### config.mk
export PLATFORM = sky130hd
export DESIGN_NAME = dma_channel_transfer_control
export DESIGN_NICKNAME = d
export VERILOG_FILES = /design/src/rtl/dma_pkg.sv /design/src/rtl/dma_channel_transfer_control.sv
export SDC_FILE = /design/constraint.sdc
export NUM_CORES = 1
export LEC_CHECK = 0
export BUFFER_PORTS_ARGS = -buffer_cell sky130_fd_sc_hd__buf_4
export CAP_MARGIN = 15
export CORE_MARGIN = 1
export CORE_UTILIZATION = 53
export CTS_BUF_LIST = sky130_fd_sc_hd__clkbuf_8
export DETAILED_ROUTE_END_ITERATION = 12
export HOLD_SLACK_MARGIN = 0.08
export MAX_ROUTING_LAYER = met4
export PLACE_DENSITY_LB_ADDON = 0.1
export RECOVER_POWER = 25
export SYNTH_ARGS = -nofsm -noshare
export SYNTH_HDL_FRONTEND = slang
export SYNTH_SLANG_ARGS = --single-unit
### constraint.sdc
create_clock -name clk -period 2.7 [get_ports clk]
set_input_delay 0.27 -clock clk [delete_from_list [all_inputs] [get_ports clk]]
set_output_delay 0.27 -clock clk [all_outputs]
set_load 0.02 [all_outputs]
### src/rtl/dma_pkg.sv
// Behaviour
// - mode field picks single, block, burst-block, or the repeated form of each.
// - Non-repeated modes clear channel_arm on completion; repeated modes keep it set.
// - Transfer mode and address stepping are independent settings, all combinations work.
// - Source and destination width each selectable byte or word.
// - A zero transfer_count performs no transfer in any mode.
// - Pointers and count copied when channel_arm is set; working addresses step up or down.
// - Count decrements per transfer; at zero reloads and sets channel_done_flag.
// - Single mode moves exactly one unit per trigger.
// - Repeated single stays armed, one transfer per trigger, unlimited.
// - Block mode: one trigger moves the whole block; later triggers ignored.
// - Block transfer halts the CPU two cycles per transfer, then resumes.
// - Repeated block: next trigger after completion starts another block.
// - Burst-block releases the CPU two cycles after every four transfers.
// - Triggers during a running burst-block are ignored.
// - Repeated burst-block restarts without trigger until disarmed or NMI abort.
// - A trigger already present at selection does not start a transfer; with level sensing it starts one after the one mute cycle.
// - Edge sensing: a rising trigger edge starts a transfer or block.
// - Level sensing: transfers continue while trigger high and armed; works with any trigger source.
// - Level trigger low mid-block freezes; resumes on high unless registers rewritten.
// - halt_on_fetch_boundary 0 halts at once; 1 waits for instruction end.
// - Word to byte writes low byte; byte to word zeroes upper byte.
// - Selector zero: software_request triggers and clears itself when transfer starts.
package dma_pkg;

  localparam int          AW        = 16;
  localparam int          DW        = 16;
  localparam logic [7:0]  OFF_CTRL  = 8'h00;
  localparam logic [7:0]  OFF_SRC   = 8'h04;
  localparam logic [7:0]  OFF_DST   = 8'h08;
  localparam logic [7:0]  OFF_SIZE  = 8'h0C;
  localparam int          CTRL_W    = 20;
  localparam int          B_MODE    = 0;
  localparam int          B_ARM     = 3;
  localparam int          B_SRCB    = 4;
  localparam int          B_DSTB    = 5;
  localparam int          B_SSTEP   = 6;
  localparam int          B_DSTEP   = 8;
  localparam int          B_LEVEL   = 10;
  localparam int          B_DONE    = 11;
  localparam int          B_SWREQ   = 12;
  localparam int          B_NMIEN   = 13;
  localparam int          B_FETCH   = 14;
  localparam int          B_TSEL    = 16;
  localparam logic [1:0]  STEP_DEC  = 2'h2;
  localparam logic [1:0]  STEP_INC  = 2'h3;
  localparam logic [3:0]  TSEL_SW   = 4'h0;
  localparam logic [3:0]  TSEL_EXT  = 4'hF;
  localparam logic [1:0]  BURST_END = 2'h3;
  localparam logic [15:0] ONE       = 16'h0001;
  localparam logic [15:0] TWO       = 16'h0002;

  typedef enum logic [4:0] {
    S_IDLE  = 5'h01,
    S_FETCH = 5'h02,
    S_READ  = 5'h04,
    S_WRITE = 5'h08,
    S_GAP   = 5'h10
  } state_e;

  typedef struct packed {
    logic          req;
    logic          we;
    logic          byte_sel;
    logic [AW-1:0] addr;
    logic [DW-1:0] wdata;
  } bus_s;

  typedef struct packed {
    state_e              st;
    logic [CTRL_W-1:0]   ctrl;
    logic [AW-1:0]       src_p;
    logic [AW-1:0]       dst_p;
    logic [15:0]         size;
    logic [15:0]         size_t;
    logic [AW-1:0]       src_w;
    logic [AW-1:0]       dst_w;
    logic [DW-1:0]       data;
    logic [1:0]          beat;
    logic                gap;
    logic                mute;
    logic                trig_prev;
    logic [2:0]          ext_s;
    logic                ext_lvl;
    logic                ap_v;
    logic                ap_w;
    logic [7:0]          ap_a;
    logic [31:0]         hrdata;
    logic                hreadyout;
    logic                hresp;
    bus_s                bus;
    logic                cpu_halt;
  } reg_s;

endpackage : dma_pkg

### src/rtl/dma_channel_transfer_control.sv
`timescale 1ns/1ps
`default_nettype none
module dma_channel_transfer_control
  import dma_pkg::*;
(
  input  wire logic          clk,
  input  wire logic          rst,
  input  wire logic          hsel,
  input  wire logic [31:0]   haddr,
  input  wire logic [1:0]    htrans,
  input  wire logic          hwrite,
  input  wire logic [2:0]    hsize,
  input  wire logic [31:0]   hwdata,
  input  wire logic          hready,
  output logic [31:0]        hrdata,
  output logic               hreadyout,
  output logic               hresp,
  output bus_s               bus,
  input  wire logic [DW-1:0] bus_rdata,
  input  wire logic          bus_ready,
  input  wire logic [15:0]   periph_trig,
  input  wire logic          external_trigger_pin,
  input  wire logic          instr_boundary,
  input  wire logic          nmi,
  output logic               cpu_halt
);

  ////////////////////////////////////////////////////////////////////////////
  reg_s              q;
  reg_s              d;
  logic [3:0]        tsel;
  logic              trig;
  logic              arm;
  logic              level;
  logic              rep;
  logic              burst;
  logic              single;
  logic              start;
  logic              freeze;
  logic              wr_ev;
  logic              done_set;
  logic [CTRL_W-1:0] nctrl;

  function automatic logic [AW-1:0] step(input logic [AW-1:0] a,
                                         input logic [1:0]    sel,
                                         input logic          is_byte);
    logic [AW-1:0] inc;
    inc = is_byte ? ONE : TWO;
    if (sel == STEP_INC)
      step = a + inc;
    else if (sel == STEP_DEC)
      step = a - inc;
    else
      step = a;
  endfunction : step

  ////////////////////////////////////////////////////////////////////////////
  always_comb
  begin
    d        = q;
    done_set = 1'b0;
    nctrl    = hwdata[CTRL_W-1:0];
    // Only the second and third stage feed the filtered level
    d.ext_s  = {q.ext_s[1:0], external_trigger_pin};
    if (q.ext_s[1] == q.ext_s[2])
      d.ext_lvl = q.ext_s[2];
    tsel   = q.ctrl[B_TSEL+:4];
    trig   = (tsel == TSEL_SW)  ? q.ctrl[B_SWREQ] :
             (tsel == TSEL_EXT) ? q.ext_lvl : periph_trig[tsel];
    arm    = q.ctrl[B_ARM];
    level  = q.ctrl[B_LEVEL];
    rep    = q.ctrl[B_MODE+2];
    burst  = q.ctrl[B_MODE+1];
    single = (q.ctrl[B_MODE+:2] == 2'h0);
    d.trig_prev = trig;
    d.mute      = 1'b0;
    // Mute spends one cycle so a level already high is not seen as an edge
    start  = arm && !q.mute && (q.size != 16'h0000) &&
             (level ? trig : (trig && !q.trig_prev));
    freeze = level && !trig;
    wr_ev  = q.ap_v && q.ap_w;

    unique case (q.st)
      S_IDLE:
      begin
        if (start)
        begin
          d.st   = q.ctrl[B_FETCH] ? S_FETCH : S_READ;
          d.beat = 2'h0;
          if (tsel == TSEL_SW)
            d.ctrl[B_SWREQ] = 1'b0;
        end
      end
      S_FETCH:
      begin
        if (instr_boundary)
          d.st = S_READ;
      end
      S_READ:
      begin
        if (q.bus.req && bus_ready)
        begin
          d.data = q.ctrl[B_SRCB] ? {8'h00, bus_rdata[7:0]} : bus_rdata;
          d.st   = S_WRITE;
        end
        else if (wr_ev && freeze)
          d.st = S_IDLE;
      end
      S_WRITE:
      begin
        if (bus_ready)
        begin
          d.src_w = step(q.src_w, q.ctrl[B_SSTEP+:2], q.ctrl[B_SRCB]);
          d.dst_w = step(q.dst_w, q.ctrl[B_DSTEP+:2], q.ctrl[B_DSTB]);
          d.size  = q.size - ONE;
          d.beat  = q.beat + 2'h1;
          if (burst && q.beat == BURST_END)
            d.st = S_GAP;
          else if (single)
            d.st = S_IDLE;
          else
            d.st = S_READ;
          if (q.size == ONE)
          begin
            d.size   = q.size_t;
            d.src_w  = q.src_p;
            d.dst_w  = q.dst_p;
            done_set = 1'b1;
            if (!rep)
              d.ctrl[B_ARM] = 1'b0;
            if (!(burst && rep))
              d.st = S_IDLE;
          end
        end
      end
      S_GAP:
      begin
        d.gap = !q.gap;
        if (q.gap)
          d.st = S_READ;
      end
      default:
      begin
        d.st = S_IDLE;
      end
    endcase

    // Abort between transfers only, never splitting a read from its write
    if ((q.st == S_GAP) || (q.st == S_FETCH) ||
        ((q.st == S_READ) && !(q.bus.req && bus_ready)))
    begin
      if (!arm)
        d.st = S_IDLE;
      if (nmi && q.ctrl[B_NMIEN])
      begin
        d.ctrl[B_ARM] = 1'b0;
        d.st          = S_IDLE;
      end
    end

    //////////////////////////////////////////////////////////////////////////
    // Register writes land after the engine so a software set wins
    if (wr_ev)
    begin
      unique case (q.ap_a)
        OFF_CTRL:
        begin
          d.ctrl = nctrl;
          if (!arm && nctrl[B_ARM])
          begin
            d.size_t = q.size;
            d.src_w  = q.src_p;
            d.dst_w  = q.dst_p;
            d.mute   = 1'b1;
          end
          if (nctrl[B_TSEL+:4] != tsel)
            d.mute = 1'b1;
        end
        OFF_SRC:  d.src_p = hwdata[AW-1:0];
        OFF_DST:  d.dst_p = hwdata[AW-1:0];
        OFF_SIZE:
        begin
          d.size   = hwdata[15:0];
          d.size_t = hwdata[15:0];
        end
        default:  d.ctrl = d.ctrl;
      endcase
    end
    // Hardware completion beats a clearing write in the same cycle
    if (done_set)
      d.ctrl[B_DONE] = 1'b1;

    //////////////////////////////////////////////////////////////////////////
    // One wait state per access keeps hrdata straight from a flop
    d.hrdata = 32'h0000_0000;
    if (q.ap_v && !q.ap_w)
    begin
      unique case (q.ap_a)
        OFF_CTRL: d.hrdata = {12'h000, q.ctrl};
        OFF_SRC:  d.hrdata = {16'h0000, q.src_p};
        OFF_DST:  d.hrdata = {16'h0000, q.dst_p};
        OFF_SIZE: d.hrdata = {16'h0000, q.size};
        default:  d.hrdata = 32'h0000_0000;
      endcase
    end
    else if (!q.ap_v)
      d.hrdata = q.hrdata;
    d.ap_v      = hsel && htrans[1] && hready;
    d.ap_w      = hwrite;
    d.ap_a      = haddr[7:0];
    d.hreadyout = !d.ap_v;
    d.hresp     = 1'b0;

    //////////////////////////////////////////////////////////////////////////
    d.bus.req      = (d.st == S_WRITE) || ((d.st == S_READ) && !freeze);
    d.bus.we       = (d.st == S_WRITE);
    d.bus.byte_sel = d.bus.we ? q.ctrl[B_DSTB] : q.ctrl[B_SRCB];
    d.bus.addr     = d.bus.we ? d.dst_w : d.src_w;
    d.bus.wdata    = q.ctrl[B_DSTB] ? {8'h00, d.data[7:0]} : d.data;
    d.cpu_halt     = d.bus.req;
  end

  ////////////////////////////////////////////////////////////////////////////
  always_ff @(posedge clk)
  begin
    if (rst)
    begin
      q           <= '0;
      q.st        <= S_IDLE;
      q.hreadyout <= 1'b1;
    end
    else
      q <= d;
  end

  assign hrdata    = q.hrdata;
  assign hreadyout = q.hreadyout;
  assign hresp     = q.hresp;
  assign bus       = q.bus;
  assign cpu_halt  = q.cpu_halt;

endmodule : dma_channel_transfer_control
`default_nettype wire

# After elaboration in Yosys (flattened, before gate mapping)

Index checks and enable logic that the tools add are counted.

ROM bits: 0
Memory bits (writable): 0
Latch bits: 0
Register bits after elaboration: 225
Memories: 0
Output and inout bits: 70
Input port bits: 110
Logic and storage cells: 173

Mux-type cells: 67
$lt $le $gt $ge: 1
Shift operators: 0
Multipliers: 0
Equal/unequal tests: 22
Divide/modulo/power cells: 0
Bitwise gates (word level): 2
Add/sub/neg operators: 6
Reduce and logical (&&, ||, !) cells: 46

Operator list:

| operator                                                               | number |
|---|---|
| 16-bit two-way mux                                                     | 15 |
| 32-bit two-way mux                                                     | 6 |
| 109-bit two-way mux                                                    | 1 |
| 20-bit one-hot mux with 4 select lines                                 | 1 |
| 5-bit two-way mux                                                      | 12 |
| 48-bit two-way mux                                                     | 1 |
| 16-bit by 2-bit adder with 16-bit output                               | 2 |
| 16-bit one-hot mux with 2 select lines                                 | 1 |
| 16-bit by 2-bit subtractor with 16-bit output                          | 2 |
| 5-bit one-hot mux with 5 select lines                                  | 1 |
| 1-bit two-way mux                                                      | 20 |
| 1-bit logical AND                                                      | 17 |
| 16-bit by 1-bit equality test with 1-bit output, second input constant | 1 |
| 8-bit by 4-bit equality test with 1-bit output, second input constant  | 2 |
| 16-bit nonzero test                                                    | 1 |
| 16-bit by 1-bit subtractor with 16-bit output, second input constant   | 1 |
| 13-bit two-way mux                                                     | 1 |
| 2-bit equality test, second input constant                             | 5 |
| 5-bit by 3-bit equality test with 1-bit output, second input constant  | 2 |
| 5-bit by 4-bit equality test with 1-bit output, second input constant  | 2 |
| 2-bit nonzero test                                                     | 5 |
| 1-bit logical NOT                                                      | 9 |
| 8-bit by 3-bit equality test with 1-bit output, second input constant  | 1 |
| 8-bit logical NOT                                                      | 1 |
| other kinds (21)                                                       | 34 |

# Longest topological paths before layout

Word-level depth: 16
Mapped depth: 11
Mapped depth without buffers: 11

# Least setup slack after synthesis

Ideal clock, no wire load.

Path type: register to register
From: reg q[206] (netlist name)
To: reg q (netlist bit bus[30])
Cell stages (with the launch flop): 10
Setup slack: 0.003 ns
Required time: 2.634 ns
Buffers on the path: 0
Setup time: 0.066 ns
Arrival: 2.631 ns
Cells stage by stage: dfxtp_1 -> ha_1 -> inv_1 -> fa_1 -> or4b_1 -> nor4_2 -> nor2_1 -> or4_1 -> and3_1 -> a2bb2oi_2

Cells in the longest elaborated chain, start to end: 11
Elaborated cells between the ends (all ways): 12
Those cells by class: add/sub: 2; mux: 10

RTL lines:

| element                                       | line                                | source |
|---|---|---|
| from (decl)                                   | dma_channel_transfer_control.sv:29  | `reg_s q;` |
| 2-bit two-way mux *                           | dma_channel_transfer_control.sv:48  | `inc = is_byte ? ONE : TWO;` |
| 16-bit by 2-bit subtractor with 16-bit output | dma_channel_transfer_control.sv:52  | `step = a - inc;` |
| 16-bit two-way mux                            | dma_channel_transfer_control.sv:51  | `else if (sel == STEP_DEC)` |
| 16-bit two-way mux *                          | dma_channel_transfer_control.sv:49  | `if (sel == STEP_INC)` |
| 32-bit two-way mux *                          | dma_channel_transfer_control.sv:123 | `if (q.size == ONE)` |
| 32-bit two-way mux *                          | dma_channel_transfer_control.sv:111 | `if (bus_ready)` |
| 32-bit two-way mux *                          | dma_channel_transfer_control.sv:83  | `unique case (q.st)` |
| 48-bit two-way mux                            | dma_channel_transfer_control.sv:169 | `if (!arm && nctrl[B_ARM])` |
| 32-bit two-way mux                            | dma_channel_transfer_control.sv:165 | `unique case (q.ap_a)` |
| 109-bit two-way mux *                         | dma_channel_transfer_control.sv:163 | `if (wr_ev)` |
| 16-bit two-way mux *                          | dma_channel_transfer_control.sv:218 | `d.bus.addr = d.bus.we ? d.dst_w : d.src_w;` |

Every way passes the cells marked *; elsewhere a longest branch is shown, timed or not. The select of a mux whose other input is x is not followed.
A chain may end at the register's enable or synchronous reset.

# Worst setup path in the final report

From: reg q[105] (netlist name)
To: reg q (netlist bit bus[30])

Cells in the longest elaborated chain, start to end: 10
Elaborated cells between the ends (all ways): 11
Those cells by class: add/sub: 2; mux: 9

RTL lines:

| element                                       | line |
|---|---|
| 16-bit by 2-bit subtractor with 16-bit output | dma_channel_transfer_control.sv:52 |
| 16-bit two-way mux                            | dma_channel_transfer_control.sv:51 |
| 16-bit two-way mux *                          | dma_channel_transfer_control.sv:49 |
| 32-bit two-way mux *                          | dma_channel_transfer_control.sv:123 |
| 32-bit two-way mux *                          | dma_channel_transfer_control.sv:111 |
| 32-bit two-way mux *                          | dma_channel_transfer_control.sv:83 |
| 48-bit two-way mux                            | dma_channel_transfer_control.sv:169 |
| 32-bit two-way mux                            | dma_channel_transfer_control.sv:165 |
| 109-bit two-way mux *                         | dma_channel_transfer_control.sv:163 |
| 16-bit two-way mux *                          | dma_channel_transfer_control.sv:218 |

Marked as above.

==> metrics.txt <==
Clock Skew 0.0141 ns; vias per cell 5.87; Post-synth top flop dfxtp_1; H-tree depth 2; CTS tree done; largest net degree at the start of global routing 127; Bufs on Longest Clock Path 3; Post-synth EDFFs 0; Post-route DRC 0; Core Area around 20000 um2; initial antenna violation count 0; final wirelength 34000 um; Max-slew headroom -0.00307; Clock Latency Late Sink 0.53 ns; clk root buf clkbuf_8; critical path peak fanout 4; Max Freq roughly 370 MHz; I/O pin total 180; crit path launch type register; main combinational cell family by area after synthesis simple AND/OR/NAND/NOR gates; DRT Pass-1 Iters 5; area grow syn2layout 19.3%; Compound-Gate Fraction of Synth Area 0.181; Mapped Area 10800 um2; Fillers 1743; post-synthesis simple-gate area fraction 0.263; first-pass GRT wire length between 50000 and 60000 um; peak supply drop 0.503 mV; Final GP Congestion between 0.9 and 1; sequential area share after synthesis 0.377; Adder-Cell Fraction of Synth Area 0.0201; chip width 145 um; WS Path Type register to register; critical path endpoint category register; async set or reset register ratio after synthesis 0; PD cells 484 nW/um2; antenna-violating nets left 0; number of global-route vias before repair 9514; initial DRC count 876; Final Max Tran Viols 33; Netlist cell types 92; worst min path class input pin to register; failing checks max-capacitance violations, max-slew violations; Die Ht 145 um; DR WL/cell slightly below 20 um; most frequent cells in the layout dfxtp_1 (203), nand2_1 (172), buf_4 (148); Num CTS Buffers 37; routed vias 10300; leakage power around 0.005 uW; share of layout cells above drive strength 1 0.188; Hold WS around 0.16 ns; # setup viols final 0; synthesized flop and latch total around 200; crit path DAT 3.14 ns; post-synthesis cell count 1326; IO buf count around 130; Placed Area 11900 um2; # rows 51; Tot GR Track Use 0.327; Die ar. 21000 um2; DP HPWL 23800 um; RSZ-0062 raised after global routing yes; total grt overflow 0; Critical Path RT ~3.2 ns; Ant. Diodes 0; Final Hold Viols 0; slew of the pin with the lowest slew margin 1.50 ns; Clock transition at path regs 0.06 ns; CTS sink cnt 204; Max-Cap Viols 1; YS warnings 0; commonest non-fill, non-tap cell in the layout dfxtp_1; cell area after layout roughly 13000 um2; status finished with violations; syn_area_per_cell 8.17 um2; Layout Nets 1591; xor/xnor cell area share of the yosys netlist 0.0154; Tcrit/Tclk final 0.991; Final min period 2.68 ns; mux cell area share after synthesis 0.0518; Initial Utilization 0.548
[registers in the layout (all words and copies together), names as in the netlist, 2 cells and up]
name    count
q         151
bus        26
d           2
hrdata     20
[timing repair]
item | CTS | global route
pin swaps | 1 | 1
gates resized for setup | 5 | 17
endpoints found under the setup margin | 6 | 18
setup buffers | 0 | 1
hold buffers | 41 | 0
cloned | 0 | 0
endpoints found under the hold margin | 98 | 0
[kinds of logic (layout without fill, tap and decap cells)]
group	Yosys count	after routing
adder cells (fa/ha/maj)	15	15
other	1	13
buffers and inverters	180	332
multiplexers	36	36
XOR/XNOR	19	19
AO/OA/AOI/OAI	316	316
flip-flops	204	204
AND/OR/NAND/NOR	555	555
[synth_stat cells, types with 12 or more instances]
cell,number,area (um2)
dfxtp_1,204,4080
nand2_1,172,646
a21oi_1,146,731
nor2_1,129,484
buf_4,70,526
clkbuf_1,56,210
o21ai_0,56,280
nand3_1,51,255
nor2b_1,35,219
nor3_1,28,140
inv_1,24,90.1
buf_2,19,95.1
mux2i_1,19,190
mux4_2,16,360
nand4_1,14,87.6
and3_1,12,75.1
nor4_1,12,75.1
[metrics by stage]
step | power (uW) | instances | setup slack [ns] | TNS (ns) | util
CTS | 6310 | 1754 | 0.0151 | 0 | 0.660
finish | 6260 | 1755 | 0.0244 | 0 | 0.654
global route | 6470 | 1755 | -0.0706 | -0.193 | 0.654
floorplan | 3230 | 1338 | 0.00306 | 0 | -
detailed placement | 3360 | 1650 | -0.0625 | -0.118 | 0.601
global placement | 3350 | 1650 | -0.0202 | -0.0202 | 0.601
[worst max-delay path, cell delays in order, from the launching register on]
cell and delay [ns]:
dfxtp_2 0.32, inv_2 0.04, ha_2 0.16, inv_1 0.06
fa_2 0.35, or4b_4 0.53, nor4_4 0.27, buf_4 0.16
nor2_1 0.04, or4_1 0.41, and3_4 0.17, a2bb2oi_2 0.11
[path summary, 6_finish.rpt]
kind                     start                 end  slack, ns  depth (start not counted)
max          q[105]$_SDFF_PP0_  bus[30]$_SDFF_PP0_       0.02                         11
min               bus_rdata[8]    q[97]$_SDFF_PP0_       0.16                          4
max reg2reg  q[105]$_SDFF_PP0_  bus[30]$_SDFF_PP0_       0.02                         11
min reg2reg   d[82]$_SDFF_PP0_    d[83]$_SDFF_PP0_       0.44                          1
[per-layer routing]
layer  track usage  part of all wire  up-vias
met3        0.0547             0.096       69
met1         0.459              0.44     4826
met5             -                 0        -
met4         0.131             0.032        0
li1              -                 -     4890
met2         0.465              0.43      523
[cell type report]
| class | instances | area, um2 | area share |
|---|---|---|---|
| clock buffer | 46 | 633 | 0.0490 |
| clock inverter | 17 | 103 | 0.00793 |
| inverter | 24 | 90.1 | 0.00697 |
| multi-input combinational | 954 | 5900 | 0.456 |
| sequential | 204 | 4090 | 0.316 |
| tap | 265 | 332 | 0.0256 |
| timing repair buffer | 245 | 1790 | 0.138 |
[power breakdown]
| part | switching (uW) | leakage (uW) | internal (uW) | total, uW |
|---|---|---|---|---|
| clock | 1300 | 0.000419 | 1630 | 2920 |
| combinational | 167 | 0.00286 | 146 | 313 |
| sequential | 6.11 | 0.00165 | 3020 | 3030 |
No activity file was read; power rests on OpenSTA's default activity.
